`config.mk`:
```
export PLATFORM = sky130hd
export DESIGN_NAME = pvm_entry
export DESIGN_NICKNAME = d
export VERILOG_FILES = /design/src/logic/pvm_entry.v
export VERILOG_INCLUDE_DIRS = /design/src /design/src/inc
export SDC_FILE = /design/constraint.sdc
export NUM_CORES = 1
export LEC_CHECK = 0
export ABC_CLOCK_PERIOD_IN_PS = 4450
export BUFFER_PORTS_ARGS = -buffer_cell sky130_fd_sc_hd__buf_2
export CAP_MARGIN = 20
export CORE_MARGIN = 4
export CORE_UTILIZATION = 59
export DETAILED_ROUTE_END_ITERATION = 12
export PLACE_DENSITY_LB_ADDON = 0.3
export SLEW_MARGIN = 20
export SYNTH_ARGS = -nofsm -noshare
export SYNTH_HDL_FRONTEND = slang
export SYNTH_SLANG_ARGS = --single-unit
```
`constraint.sdc`:
```
create_clock -name MCLK_I -period 4.45 [get_ports MCLK_I]
set_clock_uncertainty 0.15 [all_clocks]
set_input_delay 0.89 -clock MCLK_I [delete_from_list [all_inputs] [get_ports MCLK_I]]
set_output_delay 0.89 -clock MCLK_I [all_outputs]
set_load 0.01 [all_outputs]
```
`src/inc/pvm_regs.vh`:
```
`ifndef PVM_REGS_VH
`define PVM_REGS_VH
// command codes, low four bits of the six-bit command
`define PVM_CMD_LOAD_CFG   4'h0
`define PVM_CMD_LOAD_PROG  4'h2
`define PVM_CMD_LOAD_DATA  4'h3
`define PVM_CMD_READ_PROG  4'h4
`define PVM_CMD_READ_DATA  4'h5
`define PVM_CMD_INC_ADDR   4'h6
`define PVM_CMD_BITS       5'h06
`define PVM_DATA_BITS      5'h10
`define PVM_ADDR_ZERO      14'h0000
`define PVM_ADDR_ONE       14'h0001
`define PVM_CFG_BASE       14'h2000
`define PVM_USER_TOP       14'h1FFF
`define PVM_CFG_TOP        14'h3FFF
`define PVM_USER_IMPL_TOP  14'h07FF
`define PVM_CFG_IMPL_TOP   14'h203F
`define PVM_ID_LAST        14'h2003
`define PVM_CFGW_ADDR      14'h2007
`define PVM_CAL_LAST       14'h2009
`define PVM_ALL_ONES       14'h3FFF
`define PVM_BIT_ZERO       5'h00
`define PVM_BIT_ONE        5'h01
`define PVM_BIT_FIFTEEN    5'h0F
`endif

```
`src/logic/pvm_entry.v`:
```
//
// Function
// - user space increments run 0x0000..0x1FFF and wrap to 0x0000.
// - from config base increments run to 0x3FFF and wrap to 0x2000.
// - top address bit stays set once in config space until re-entry.
// - program space spans 0x0000-0x3FFF; only first 2K user words exist.
// - config implements 0x2000-0x203F; only ID, config, calibration usable.
// - user ID words read back even when code protection is on.
// - calibration words survive bulk erase but stay writable.
// - entry resets other logic, tristates pins, clears address counter.
// - clock pin is input only; data pin is bidirectional.
// - serial access to program, data, ID and configuration locations.
// - commands are six bits, falling-edge latched, lsb first.
// - data transfers are sixteen clocks: start, data lsb first, stop.
// - load-configuration sets the counter to 0x2000.
// - increment-address advances the counter by region wrap rules.
`timescale 1ns/1ns
`default_nettype none
`include "pvm_regs.vh"
module pvm_entry (
    input  wire        MCLK_I,
    input  wire        RST_N_I,
    input  wire        HV_ENTRY_I,
    input  wire        PROG_CLK_I,
    input  wire        PROG_DAT_I,
    output reg         PROG_DAT_O,
    output reg         PROG_DAT_OE_O,
    output reg         IN_MODE_O,
    output reg         LOGIC_RST_O,
    output reg  [13:0] ADDR_O,
    output reg  [13:0] WR_DATA_O,
    output reg         WR_VALID_O,
    output reg         WR_IS_DATA_O,
    input  wire        WR_READY_I,
    input  wire        WR_FULL_MASK_I,
    input  wire [13:0] RD_DATA_I,
    output reg         LOC_USABLE_O
);
// =====================================================================
// synchronisers
// link pins are asynchronous to MCLK_I, so each passes two flops first
reg [1:0] hv_s_q;
reg [1:0] clk_s_q;
reg [1:0] dat_s_q;
reg       clk_d1_q;
always @(posedge MCLK_I) begin
    if (!RST_N_I) begin
        hv_s_q   <= 2'h0;
        clk_s_q  <= 2'h0;
        dat_s_q  <= 2'h0;
        clk_d1_q <= 1'b0;
    end else begin
        hv_s_q   <= {hv_s_q[0], HV_ENTRY_I};
        clk_s_q  <= {clk_s_q[0], PROG_CLK_I};
        dat_s_q  <= {dat_s_q[0], PROG_DAT_I};
        clk_d1_q <= clk_s_q[1];
    end
end
wire hv_lvl = hv_s_q[1];
wire clk_rise = clk_s_q[1] & ~clk_d1_q;
wire clk_fall = ~clk_s_q[1] & clk_d1_q;
// =====================================================================
// serial state machine
localparam ST_IDLE = 3'h1;
localparam ST_CMD  = 3'h2;
localparam ST_DATA = 3'h4;
reg  [2:0]  st_q;
reg  [4:0]  cnt_q;
reg  [5:0]  cmd_q;
reg  [15:0] sh_q;
reg         hv_d1_q;
reg  [13:0] addr_q;
reg  [13:0] rd_q;
reg         reading_q;
// two-entry write buffer
reg  [14:0] buf_q [0:1];
reg         wp_q;
reg         rp_q;
reg  [1:0]  fill_q;
wire        buf_full  = (fill_q == 2'h2);
wire        buf_empty = (fill_q == 2'h0);
wire [3:0]  op = cmd_q[3:0];
wire        entry = hv_lvl & ~hv_d1_q;
wire [5:0]  cmd_next = {dat_s_q[1], cmd_q[5:1]};
// stall: a load whose buffer is full is dropped; full is rare since each word takes 16 clocks
wire        push = (st_q == ST_DATA) && clk_fall && (cnt_q == `PVM_BIT_FIFTEEN) && !reading_q
                   && !buf_full;
wire        pop  = WR_VALID_O && WR_READY_I && !WR_FULL_MASK_I;
// msb holds by itself: the config wrap lands on 0x2000, never below
wire [13:0] addr_inc = (addr_q == `PVM_USER_TOP) ? `PVM_ADDR_ZERO :
                       (addr_q == `PVM_CFG_TOP)  ? `PVM_CFG_BASE  :
                       (addr_q + `PVM_ADDR_ONE);
always @(posedge MCLK_I) begin
    if (!RST_N_I) begin
        st_q      <= ST_IDLE;
        cnt_q     <= `PVM_BIT_ZERO;
        cmd_q     <= 6'h00;
        sh_q      <= 16'h0000;
        hv_d1_q   <= 1'b0;
        addr_q    <= `PVM_ADDR_ZERO;
        rd_q      <= `PVM_ADDR_ZERO;
        reading_q <= 1'b0;
        wp_q      <= 1'b0;
        rp_q      <= 1'b0;
        fill_q    <= 2'h0;
        buf_q[0]  <= 15'h0000;
        buf_q[1]  <= 15'h0000;
    end else begin
        hv_d1_q <= hv_lvl;
        if (!hv_lvl || entry) begin
            st_q      <= ST_IDLE;
            addr_q    <= `PVM_ADDR_ZERO;
            cnt_q     <= `PVM_BIT_ZERO;
            cmd_q     <= 6'h00;
            reading_q <= 1'b0;
            wp_q      <= 1'b0;
            rp_q      <= 1'b0;
            fill_q    <= 2'h0;
        end else begin
            if (push) begin
                buf_q[wp_q] <= {op == `PVM_CMD_LOAD_DATA, sh_q[15:2]};
                wp_q        <= ~wp_q;
            end
            if (pop)
                rp_q <= ~rp_q;
            fill_q <= fill_q + {1'b0, push} - {1'b0, pop};
            case (st_q)
            ST_IDLE: begin
                st_q  <= ST_CMD;
                cnt_q <= `PVM_BIT_ZERO;
            end
            ST_CMD: if (clk_fall) begin
                cmd_q <= cmd_next;
                if (cnt_q == `PVM_CMD_BITS - `PVM_BIT_ONE) begin
                    cnt_q <= `PVM_BIT_ZERO;
                    case (cmd_next[3:0])
                    `PVM_CMD_LOAD_CFG: begin
                        addr_q    <= `PVM_CFG_BASE;
                        st_q      <= ST_DATA;
                        reading_q <= 1'b0;
                    end
                    `PVM_CMD_LOAD_PROG, `PVM_CMD_LOAD_DATA: begin
                        st_q      <= ST_DATA;
                        reading_q <= 1'b0;
                    end
                    `PVM_CMD_READ_PROG, `PVM_CMD_READ_DATA: begin
                        st_q      <= ST_DATA;
                        reading_q <= 1'b1;
                        rd_q      <= RD_DATA_I;
                    end
                    `PVM_CMD_INC_ADDR: addr_q <= addr_inc;
                    default: st_q <= ST_CMD;
                    endcase
                end else begin
                    cnt_q <= cnt_q + `PVM_BIT_ONE;
                end
            end
            ST_DATA: if (clk_fall) begin
                sh_q <= {dat_s_q[1], sh_q[15:1]};
                if (cnt_q == `PVM_DATA_BITS - `PVM_BIT_ONE) begin
                    cnt_q     <= `PVM_BIT_ZERO;
                    st_q      <= ST_CMD;
                    reading_q <= 1'b0;
                end else begin
                    cnt_q <= cnt_q + `PVM_BIT_ONE;
                end
            end
            default: st_q <= ST_IDLE;
            endcase
        end
    end
end
// =====================================================================
// outputs, all registered
// reserved config locations report unusable even though they exist
wire       usable = (addr_q <= `PVM_USER_IMPL_TOP) ||
                    (addr_q >= `PVM_CFG_BASE && addr_q <= `PVM_ID_LAST) ||
                    (addr_q >= `PVM_CFGW_ADDR && addr_q <= `PVM_CAL_LAST);
wire [13:0] rd_word = (op == `PVM_CMD_READ_DATA) ? {6'h00, rd_q[7:0]} : rd_q;
always @(posedge MCLK_I) begin
    if (!RST_N_I) begin
        PROG_DAT_O    <= 1'b0;
        PROG_DAT_OE_O <= 1'b0;
        IN_MODE_O     <= 1'b0;
        LOGIC_RST_O   <= 1'b1;
        ADDR_O        <= `PVM_ADDR_ZERO;
        WR_DATA_O     <= `PVM_ADDR_ZERO;
        WR_VALID_O    <= 1'b0;
        WR_IS_DATA_O  <= 1'b0;
        LOC_USABLE_O  <= 1'b0;
    end else begin
        IN_MODE_O    <= hv_lvl && !entry;
        LOGIC_RST_O  <= !hv_lvl || entry;
        ADDR_O       <= addr_q;
        LOC_USABLE_O <= hv_lvl && usable && (addr_q <= `PVM_CFG_IMPL_TOP || !addr_q[13]);
        WR_VALID_O   <= hv_lvl && !entry && (fill_q != 2'h0 || push) && !(pop && fill_q == 2'h1
                        && !push);
        {WR_IS_DATA_O, WR_DATA_O} <= (buf_empty || (pop && fill_q == 2'h1)) ?
                        {op == `PVM_CMD_LOAD_DATA, sh_q[15:2]} : buf_q[pop ? ~rp_q : rp_q];
        // read data driven from rise of cycle 2 through cycle 15; start and stop drive zero
        if (!hv_lvl || !reading_q || st_q != ST_DATA) begin
            PROG_DAT_OE_O <= 1'b0;
            PROG_DAT_O    <= 1'b0;
        end else if (clk_rise) begin
            PROG_DAT_OE_O <= 1'b1;
            PROG_DAT_O    <= (cnt_q == `PVM_BIT_ZERO || cnt_q == `PVM_BIT_FIFTEEN) ? 1'b0 :
                             rd_word[cnt_q[3:0] - 4'h1];
        end
    end
end
endmodule // pvm_entry
`default_nettype wire

```
==> out/results.md, run 1 <==
| Step | Result | Reported |
|:---|:---|:---|
| detailed routing | DRT antenna net count | 0 |
| synthesis | Fraction of the yosys area taken by sequential cells | 52.1% |
| die | Core Box Area | 9330 um2 |
| synthesis | Netlist area before placement | 5730 um2 |
| placed design | IO Port Bufs | 55 |
| clock network | Clock slew seen by the registers of the worst setup and hold paths | 60 ps |
| critical path | Cell family with most CP delay | adder cells |
| detailed routing | Drt initial violations | 226 |
| run | Number of max-capacitance violations reported | 0 |
| placed design | Dpl hpwl | 7.68 mm |
| critical path | Cell with the largest stage delay on the worst path | dfxtp_1 |
| cells and area | Post-layout instance area | 6680 um2 |
| synthesis | Ys async rst share | 0% |
| global route | Layer with the highest usage after global routing | met2 |
| cells and area | Count of nets after finishing | 644 |
| synthesis | Synthesized area per cell | 10.2 um2 |
| detailed routing | Routed wire length per instance | 15.9 um |
| timing | Number of endpoints failing setup at the final stage | 0 |
| die | Horizontal die dimension | 107 um |
| detailed routing | First-pass detailed-route iteration total | 5 |
| timing | Setup Total Neg Slack | 0 ps |
| placed design | Area post-placement | 6100 um2 |
| synthesis | Count of state elements after synthesis | 134 |
| global route | GR met1 Demand/Resource | 28.4% |
| placed design | GP Congestion | 0.873 |
| clock network | Number of gates given a new drive strength after cts | 0 |
| global route | Largest net degree at the start of global routing | 67 |
| cells and area | N_diodes | 0 |
| cells and area | Highest-count cells in the layout ignoring fill and taps | 104 x dfxtp_1, 72 x nand2_1, 55 x buf_2, 53 x and2_1, 30 x edfxtp_1 |
| detailed routing | Final Routed Wirelength | 12.0 mm |
| die | Standard-cell row count | 35 |
| global route | Met3 track demand over resource in global routing | 4.43% |
| detailed routing | DR vias/cell | 5.64 |
| timing | Final count of hold timing violations | 0 |
| timing | Rel. slew slack | 34.1% |
| global route | Vias in the first global route | 4287 |
| timing | Setup repair after global routing missed its margin | false |
| synthesis | Unique masters post-synth | 65 |
| pwr | Leakage power summed over all cells | 2.84 nW |
| timing | Period Utilization, post-route | 74.1% |
| cells and area | Fraction of final layout cells sized beyond drive strength 1 | 17.7% |
| critical path | Critical path startpoint category | register |
| clock network | Master cell of the clock root buffer | clkbuf_8 |
| clock network | Clock tree from TritonCTS | yes |
| critical path | Crit-path max cell delay | 630 ps |
| cells and area | Most common cell after layout, fill and taps aside | dfxtp_1 |
| synthesis | Post-Synthesis Net Count | 590 |
| clock network | Setup repair bufs after CTS | 0 |
| pwr | Cell Pwr Density | 398 nW/um2 |
| die | Count of boundary I/O pins | 56 |
| clock network | CTS HTree Levels | 4 |
| timing | Pins Over Slew Limit | 0 |
| clock network | Total number of clock tree sinks | 134 |
| cells and area | Layout overhead on the synthesized area | 16.7% |
| die | Starting density of the core | 61.4% |
| global route | Wire length of the first global-routing pass | 20.8 mm |
| synthesis | Number of warning messages in the yosys log | 0 |
| critical path | Worst setup path class | register to register |
| clock network | Clock buffers created by TritonCTS | 17 |
| timing | Measured slew at the worst slew-check pin | 985 ps |
| critical path | Maximum fanout count along the critical path | 12 |
| critical path | Dominant cell type by count on the critical path | ha_1 |
| clock network | Number of buffers added to fix hold violations after cts | 0 |
| min path | Hold WC Path Type | register to register |
| synthesis | Dominant register cell in the synthesized netlist | dfxtp_1 |
| synthesis | Number of synthesized flops with an enable pin | 30 |
| clock network | Buffer levels on the longest clock path | 2 |
| detailed routing | Via count | 4260 |
| critical path | Total buffers and inverters traversed by the critical path | 2 |
| critical path | Critical path arrival | 3540 ps |
| synthesis | Post-Synthesis Cells | 559 |
| clock network | Latest clock arrival within the worst-skew pair | 520 ps |
| status | Run status | finished clean |
| die | Die Area | 11300 um2 |
| global route | Global routing usage summed across all routing layers | 22.8% |
| global route | Met2 demand-to-capacity share in global routing | 39.9% |
| detailed routing | Residual DRC count | 0 |
| pwr | Worst vdd rail ir drop | 0.250 mV |
| die | Vertical die dimension | 107 um |
| timing | Fin crit period | 3300 ps |
| timing | Highest achievable clock rate | 0.303 GHz |
| critical path | CP Data Required Time | 4690 ps |
| global route | Leftover overflow at the end of global routing | 0 |
| critical path | Series of cell instances along the critical path | ha_1 -> and3_1 -> ha_1 -> nand3b_1 -> a2111oi_4 -> inv_1 -> ha_1 -> inv_1 -> ha_1 -> xor2_1 -> xnor2_1 -> nor2_1 |
| global route | Initial antenna violation count | 0 |
| critical path | Endpoint kind of the worst setup timing path | register |
through the flow:
stage | hold slack [ps] | util, % | power, mW | cells | setup slack, ps
finish | 287 | 71.7 | 2.66 | 755 | 1150
global route | 300 | 71.7 | 2.74 | 755 | 894
CTS | 291 | 71.7 | 2.67 | 755 | 1160
detailed placement | 281 | 65.4 | 1.33 | 723 | 1250
floorplan | 262 | - | 1.31 | 559 | 1120
global placement | 274 | 65.4 | 1.33 | 723 | 1370
layer usage:
layer  vias up  wire [um]
li1       2070          -
met1      2059       4950
met2       105       6210
met3        26        567
met4         0        245
met5         -          0
cells in the mapped netlist (6+ instances only):
master,n,area share [%]
clkbuf_1,16,1.0
a31oi_1,7,0.76
mux2i_1,29,5.1
nor3_1,6,0.52
nor2b_1,18,2.0
or3_1,6,0.66
o211a_1,14,2.4
o21ai_0,8,0.70
inv_1,15,0.98
nor2_1,29,1.9
dfxtp_1,104,36
edfxtp_1,30,16
nand3_1,22,1.9
and3_1,7,0.76
and2_1,53,5.8
a21oi_1,20,1.7
a21boi_0,14,1.8
nand2_1,72,4.7
ha_1,10,2.2
cells by family (layout without fill, tap and decap cells):
family                     Yosys count  count (layout)  share of synthesized area [%]
AOI/OAI and AO/OA                   89              89                           12.0
xor gates and xnor gates             8               8                           1.22
adders and majority gates           10              10                           2.19
buffers and inverters               43             110                           3.21
DFF                                134             134                           52.1
muxes                               35              35                           6.84
and+or+nand+nor                    240             240                           22.4
report_power, final:
| part | total (mW) | switching, mW | leakage (nW) | internal (mW) |
|---|---|---|---|---|
| logic | 0.0388 | 0.0217 | 1.44 | 0.0171 |
| registers | 1.26 | 0.00590 | 1.12 | 1.26 |
| clock network | 1.35 | 0.545 | 0.284 | 0.809 |
| total | 2.66 | 0.573 | 2.84 | 2.08 |
state kept, by name, indices dropped and copies added (netlist names), 2 cells and up:
signal,cells
ADDR_O,14
WR_DATA_O,14
addr_q,14
buf_q,30
clk_s_q,2
cmd_q,6
cnt_q,5
dat_s_q,2
fill_q,2
hv_s_q,2
rd_q,14
sh_q,14
st_q,3
final cells by class:
cell class | count | area [um2]
clock buffer | 17 | 414
clock inverter | 15 | 171
fill | 666 | 2640
inverter | 16 | 60.1
multi-input combinational | 382 | 2570
sequential | 134 | 2980
tap | 129 | 161
timing repair buffer | 62 | 328
path summary, 6_finish.rpt:
path / start / to / slack (ps) / cells after the start
worst max-delay path: cnt_q[0] / fill_q[1] / 1150 / 12
worst max register to register: cnt_q[0] / fill_q[1] / 1150 / 12
worst min-delay path: dat_s_q[0] / dat_s_q[1] / 290 / 1
worst min register to register: dat_s_q[0] / dat_s_q[1] / 290 / 1
Power figures use the tool's default switching activity.
==> inputs of run 2 (changes only) <==
--- a/config.mk
+++ b/config.mk
@@ -6,11 +6,11 @@
 export SDC_FILE = /design/constraint.sdc
 export NUM_CORES = 1
 export LEC_CHECK = 0
-export ABC_CLOCK_PERIOD_IN_PS = 4450
+export ABC_CLOCK_PERIOD_IN_PS = 2700
 export BUFFER_PORTS_ARGS = -buffer_cell sky130_fd_sc_hd__buf_2
 export CAP_MARGIN = 20
 export CORE_MARGIN = 4
-export CORE_UTILIZATION = 59
+export CORE_UTILIZATION = 53
 export DETAILED_ROUTE_END_ITERATION = 12
 export PLACE_DENSITY_LB_ADDON = 0.3
 export SLEW_MARGIN = 20
==> constraint.sdc (replaced) <==
create_clock -name MCLK_I -period 2.7 [get_ports MCLK_I]
set_clock_uncertainty 0.15 [all_clocks]
set_input_delay 0.54 -clock MCLK_I [delete_from_list [all_inputs] [get_ports MCLK_I]]
set_output_delay 0.54 -clock MCLK_I [all_outputs]
set_load 0.01 [all_outputs]
==> run 2 against run 1 <==
Effect of this change:
- setup slack got worse by 970 ps
- non-clock buffer count up 11
- register-to-register slack got worse by 970 ps
- clock-buffer cell count unchanged
- die area is 10% higher
- core utilization is 6.4 points lower
- worst hold slack got worse by 200 ps
- final cell count rose by 2.4%
- critical path depth unchanged
- combinational power grew 77%
- routed wire length down 1.6%
- cell area increased by 1.7%
- largest power group unchanged
==> out/results.md, run 2 (synthesis gave the netlist of run 1 again) <==
| Step | Result | Reported |
|:---|:---|:---|
| cells and area | Post-layout instance area | 6800 um2 |
| global route | Largest net degree at the start of global routing | 67 |
| cells and area | Fraction of final layout cells sized beyond drive strength 1 | 19.2% |
| cells and area | Highest-count cells in the layout ignoring fill and taps | 104 x dfxtp_1, 72 x nand2_1, 55 x buf_2, 53 x and2_1, 30 x edfxtp_1 |
| timing | Highest achievable clock rate | 0.398 GHz |
| pwr | Cell Pwr Density | 644 nW/um2 |
| pwr | Internal Power | 3.50 mW |
| detailed routing | Final Routed Wirelength | 11.8 mm |
| placed design | Area post-placement | 6210 um2 |
| die | Vertical die dimension | 112 um |
| global route | Wire length of the first global-routing pass | 19.6 mm |
| placed design | IO Port Bufs | 55 |
| timing | Final count of hold timing violations | 0 |
| critical path | Slack of the worst reg-to-reg path | 190 ps |
| min path | Hold WC Path Type | input pin to register |
| clock network | Clock tree from TritonCTS | yes |
| clock network | CTS HTree Levels | 4 |
| clock network | Clock slew seen by the registers of the worst setup and hold paths | 60 ps |
| detailed routing | First-pass detailed-route iteration total | 4 |
| min path | Hold-critical path endpoint | clk_s_q[0] |
| pwr | Reg power frac | 47.6% |
| clock network | Master cell of the clock root buffer | clkbuf_8 |
| cells and area | N_diodes | 0 |
| timing | Rel. slew slack | 48.9% |
| die | Die Area | 12500 um2 |
| clock network | Total number of clock tree sinks | 134 |
| placed design | Dpl hpwl | 7.63 mm |
| timing | Measured slew at the worst slew-check pin | 748 ps |
| pwr | Reported net switching power | 881 uW |
| placed design | Pre-CTS setup slack | 132 ps |
| critical path | Cell count of the worst reg-to-reg path | 12 |
| timing | Fin crit period | 2510 ps |
| critical path | CP Data Required Time | 2950 ps |
| critical path | Endpoint kind of the worst setup timing path | register |
| cells and area | Max reg flops | 30 |
| die | Horizontal die dimension | 112 um |
| detailed routing | DRT antenna net count | 0 |
| pwr | Leakage power summed over all cells | 2.90 nW |
| cells and area | Layout overhead on the synthesized area | 18.7% |
| min path | Startpoint of the worst hold path | PROG_CLK_I |
| timing | Pins Over Slew Limit | 0 |
| timing | Final worst-path setup slack | 186 ps |
| die | Core Box Area | 10400 um2 |
| global route | Leftover overflow at the end of global routing | 0 |
| critical path | Maximum fanout count along the critical path | 3 |
| critical path | Worst setup path class | register to register |
| detailed routing | DR vias/cell | 5.43 |
| cells and area | Most common cell after layout, fill and taps aside | dfxtp_1 |
| pwr | Switching power as a share of total power | 20.1% |
| timing | Period Utilization, post-route | 93.1% |
| pwr | Power, Total | 4.38 mW |
| die | Standard-cell row count | 37 |
| critical path | Critical path arrival | 2760 ps |
| status | Run status | finished clean |
| placed design | GP Congestion | 0.905 |
| detailed routing | Residual DRC count | 0 |
| global route | Vias in the first global route | 4103 |
| pwr | Worst vdd rail ir drop | 0.314 mV |
| timing | Number of endpoints failing setup at the final stage | 0 |
| placed design | Cells after DPL | 740 |
| run | Number of max-capacitance violations reported | 0 |
| detailed routing | Routed wire length per instance | 15.2 um |
| critical path | R2R Path End | fill_q[1] |
| cells and area | Count of nets after finishing | 655 |
| timing | Worst Hold Margin | 85.4 ps |
| clock network | Latest clock arrival within the worst-skew pair | 520 ps |
| critical path | Critical path startpoint category | register |
| cells and area | Number of fill cells in the layout | 795 |
| cells and area | Register name with the most flops | buf_q |
| die | Starting density of the core | 55.0% |
| pwr | Clock Power Share | 50.8% |
| pwr | Combinational share of power | 1.6% |
| timing | Setup Total Neg Slack | 0 ps |
| cells and area | Share of the core filled with cells in the final layout | 65.2% |
| global route | Global routing usage summed across all routing layers | 19.4% |
| cells and area | Post-route non-filler standard cell count | 773 |
| global route | Initial antenna violation count | 0 |
| die | Count of boundary I/O pins | 56 |
| min path | Depth of the worst hold-timing path | 2 |
| critical path | R2R Path Start | cnt_q[0] |
| clock network | Number of buffers added to fix hold violations after cts | 0 |
| detailed routing | Via count | 4197 |
| detailed routing | Drt initial violations | 260 |
| clock network | Buffer levels on the longest clock path | 2 |
| clock network | Clock buffers created by TritonCTS | 17 |
==> run 2: cell count changes in the layout (fill, tap and decap cells not counted), sizes merged <==
cell      delta
inv          -4
bufinv       +1
clkinvlp     +2
buf         +11
clkinv       +1
==> run 2: power groups by stage <==
stage	sequential, mW	clock, mW	combinational [mW]
finish	2.08	2.22	0.0686
global route	2.09	2.35	0.0752
CTS	2.08	2.25	0.0697
detailed placement	2.13	0	0.0689
global placement	2.13	0	0.0678
floorplan	2.12	0	0.0375
==> run 2: worst max path at each step <==
stage / end / slack [ps] / from
floorplan: fill_q[1] / 30 / cnt_q[1]
global placement: fill_q[1] / 220 / cnt_q[0]
detailed placement: fill_q[1] / 130 / cnt_q[0]
CTS: fill_q[1] / 100 / cnt_q[0]
global route: fill_q[1] / -2 / cnt_q[0]
finish: fill_q[1] / 190 / cnt_q[0]
==> run 2: area by class of cell <==
type | instances | area, um2 | share of cell area, %
clock buffer | 17 | 414 | 6.09
inverter | 16 | 60.1 | 0.884
timing repair buffer | 73 | 435 | 6.41
clock inverter | 15 | 163 | 2.39
multi-input combinational | 382 | 2570 | 37.8
tap | 136 | 170 | 2.50
sequential | 134 | 2980 | 43.9
==> run 2: layer usage <==
metal,share of wire [%],up-vias,GRT usage (%)
li1,-,2090,-
met1,45,2019,23.9
met2,51,70,32.8
met3,3.3,18,5.65
met4,1.3,0,6.49
met5,0,-,0
==> run 2: critical path, stage by stage, from the launching register on <==
cell       delay [ps]
dfxtp_1           340
ha_1              180
and3_1            210
ha_1              180
nand3b_1          150
a2111oi_4         250
inv_1              80
ha_1              290
inv_1              50
ha_1              140
xor2_1            180
xnor2_1           130
nor2_1             50
==> run 2: repair_timing <==
action | 4_1_cts | 5_1_grt
buffers inserted | 0 | 1
setup endpoints to repair | 0 | 1
gates resized for setup | 0 | 0
==> inputs of run 3 (changes only) <==
--- a/config.mk
+++ b/config.mk
@@ -13,6 +13,7 @@
 export CORE_UTILIZATION = 53
 export DETAILED_ROUTE_END_ITERATION = 12
 export PLACE_DENSITY_LB_ADDON = 0.3
+export REMOVE_ABC_BUFFERS = 1
 export SLEW_MARGIN = 20
 export SYNTH_ARGS = -nofsm -noshare
 export SYNTH_HDL_FRONTEND = slang
==> run 3 against run 2 <==
Effect of this change:
- critical path depth did not move
- sequential share of layout area decreased by 0.065 points
- worst hold slack worse by 18 ps
- highest routed layer unchanged
- die area is the same
- largest cell class unchanged
- setup slack improved by 42 ps
- non-clock buffer count increased by 3
- via count up 1.7%
- combinational power decreased by 4.1%
==> out/results.md, run 3 (synthesis gave the netlist of run 1 again) <==
| Step | Result | Reported |
|:---|:---|:---|
| status | Run status | finished clean |
| critical path | Dominant cell type by count on the critical path | ha_1 |
| cells and area | Number of fill cells in the layout | 845 |
| pwr | Reported net switching power | 894 uW |
| timing | Setup Total Neg Slack | 0 ps |
| cells and area | Fraction of final layout cells sized beyond drive strength 1 | 19.4% |
| die | Count of boundary I/O pins | 56 |
| die | Core Box Area | 10400 um2 |
| cells and area | Register name with the most flops | buf_q |
| critical path | Maximum fanout count along the critical path | 3 |
| timing | Measured slew at the worst slew-check pin | 663 ps |
| critical path | Cell with the largest stage delay on the worst path | dfxtp_1 |
| cells and area | Most common cell after layout, fill and taps aside | dfxtp_1 |
| detailed routing | First-pass detailed-route iteration total | 5 |
| detailed routing | Drt initial violations | 303 |
| cells and area | Layout overhead on the synthesized area | 18.9% |
| critical path | Critical path arrival | 2730 ps |
| global route | Global routing usage summed across all routing layers | 19.8% |
| timing | Highest achievable clock rate | 0.405 GHz |
| clock network | Setup repair bufs after CTS | 0 |
| timing | Number of endpoints failing setup at the final stage | 0 |
| global route | Leftover overflow at the end of global routing | 0 |
| clock network | Number of buffers added to fix hold violations after cts | 0 |
| die | Standard-cell row count | 37 |
| detailed routing | DRT antenna net count | 0 |
| timing | Setup repair after global routing missed its margin | false |
| critical path | Cell count of the worst reg-to-reg path | 12 |
| clock network | CTS HTree Levels | 4 |
| global route | Vias in the first global route | 4092 |
| pwr | Worst vdd rail ir drop | 0.368 mV |
| critical path | R2R Path Start | cnt_q[0] |
| placed design | GP Congestion | 0.871 |
| die | Vertical die dimension | 112 um |
| pwr | Switching power as a share of total power | 20.4% |
| critical path | Critical path startpoint category | register |
| pwr | Cell Pwr Density | 645 nW/um2 |
| timing | Final count of hold timing violations | 0 |
| global route | Wire length of the first global-routing pass | 20.1 mm |
| placed design | Cells after DPL | 744 |
| timing | Pins Over Slew Limit | 0 |
| min path | Hold WC Path Type | input pin to register |
| critical path | CP Data Required Time | 2950 ps |
| critical path | Crit-path max cell delay | 330 ps |
| pwr | Internal Power | 3.50 mW |
| clock network | Number of gates given a new drive strength after cts | 0 |
| cells and area | Highest-count cells in the layout ignoring fill and taps | 104 x dfxtp_1, 72 x nand2_1, 55 x buf_2, 53 x and2_1, 30 x edfxtp_1 |
| cells and area | Max reg flops | 30 |
| timing | Rel. slew slack | 54.6% |
| pwr | Clock Power Share | 51.0% |
| clock network | Clock slew seen by the registers of the worst setup and hold paths | 60 ps |
| critical path | Slack of the worst reg-to-reg path | 230 ps |
| clock network | Latest clock arrival within the worst-skew pair | 530 ps |
| critical path | Launch point of the critical path | cnt_q[0] |
| detailed routing | Via count | 4269 |
| cells and area | Seq. cell area | 2980 um2 |
| placed design | IO Port Bufs | 55 |
| clock network | Master cell of the clock root buffer | clkbuf_8 |
| cells and area | N_diodes | 0 |
| clock network | Buffer levels on the longest clock path | 2 |
| critical path | Worst setup path class | register to register |
| placed design | Dpl hpwl | 7.92 mm |
| detailed routing | DR vias/cell | 5.50 |
| critical path | Crit path capture | fill_q[1] |
| run | Number of max-capacitance violations reported | 0 |
| pwr | Leakage power summed over all cells | 2.93 nW |
| critical path | R2R Path End | fill_q[1] |
| cells and area | Count of nets after finishing | 658 |
| die | Starting density of the core | 55.0% |
| global route | Largest net degree at the start of global routing | 64 |
| die | Die Area | 12500 um2 |
| pwr | Combinational share of power | 1.5% |
| cells and area | Combined area of the multi-input logic cells | 2570 um2 |
| global route | Initial antenna violation count | 0 |
| clock network | Clock tree from TritonCTS | yes |
| detailed routing | Residual DRC count | 0 |
| die | Horizontal die dimension | 112 um |
| timing | Fin crit period | 2470 ps |
| cells and area | Post-route non-filler standard cell count | 776 |
| clock network | Total number of clock tree sinks | 134 |
| detailed routing | Routed wire length per instance | 15.3 um |
| timing | Period Utilization, post-route | 91.6% |
| detailed routing | Final Routed Wirelength | 11.9 mm |
| critical path | Series of cell instances along the critical path | ha_1 -> and3_1 -> ha_1 -> nand3b_1 -> a2111oi_4 -> inv_1 -> ha_1 -> inv_1 -> ha_1 -> xor2_1 -> xnor2_1 -> nor2_1 |
| clock network | Clock buffers created by TritonCTS | 17 |
| critical path | Endpoint kind of the worst setup timing path | register |
| pwr | Reg power frac | 47.5% |
-- run 3: stage by stage --
step	util, %	total power, mW	worst slack [ps]	hold WS [ps]	cell area (um2)
after global routing	65.3	4.54	42.6	57.9	6810
after detailed placement	59.8	2.19	147	272	6220
after CTS	65.3	4.42	142	52.7	6810
after global placement	59.8	2.19	217	270	6220
after floorplan	-	2.15	-856	262	5600
final	65.3	4.39	228	67.0	6810
-- run 3: how the worst min path moves through the flow --
stage | startpoint | to | slack [ps] | cells past startpoint
after detailed placement | clk_s_q[0] | clk_s_q[1] | 270 | 1
after CTS | HV_ENTRY_I | hv_s_q[0] | 50 | 2
after global routing | PROG_CLK_I | clk_s_q[0] | 60 | 2
final | HV_ENTRY_I | hv_s_q[0] | 70 | 2
after global placement | clk_s_q[0] | clk_s_q[1] | 270 | 1
after floorplan | clk_s_q[0] | clk_s_q[1] | 260 | 1
-- run 3: final cells by class --
type,count,area share (%)
Sequential cell,134,43.8
Clock buffer,21,6.77
Inverter,16,0.883
Multi-Input combinational cell,382,37.7
Clock inverter,11,1.77
Timing Repair Buffer,76,6.55
Tap cell,136,2.50
-- run 3: power groups by stage --
stage	Sequential [mW]	Combinational, mW	Clock, mW
floorplan	2.12	0.0274	0
global placement	2.13	0.0655	0
detailed placement	2.13	0.0668	0
CTS	2.08	0.0672	2.27
global route	2.09	0.0726	2.38
finish	2.08	0.0658	2.24
-- run 3: worst max-delay path, delay by kind of cell (launching register included) --
kind	cells	cell delay (ps)
AO/OA/AOI/OAI	1	240
XOR/XNOR	2	320
adder cells (fa/ha/maj)	4	800
buffers and inverters	2	140
flip-flops	1	330
AND/OR/NAND/NOR	3	370
-- run 3: per-layer routing --
layer	global-route usage, %	part of all wire, %	up-vias	routed length [um]
li1	-	-	2096	-
met1	24.6	44	2028	5190
met2	33.0	49	126	5800
met3	4.62	5.8	19	692
met4	8.57	1.9	0	221
met5	0	0	-	0
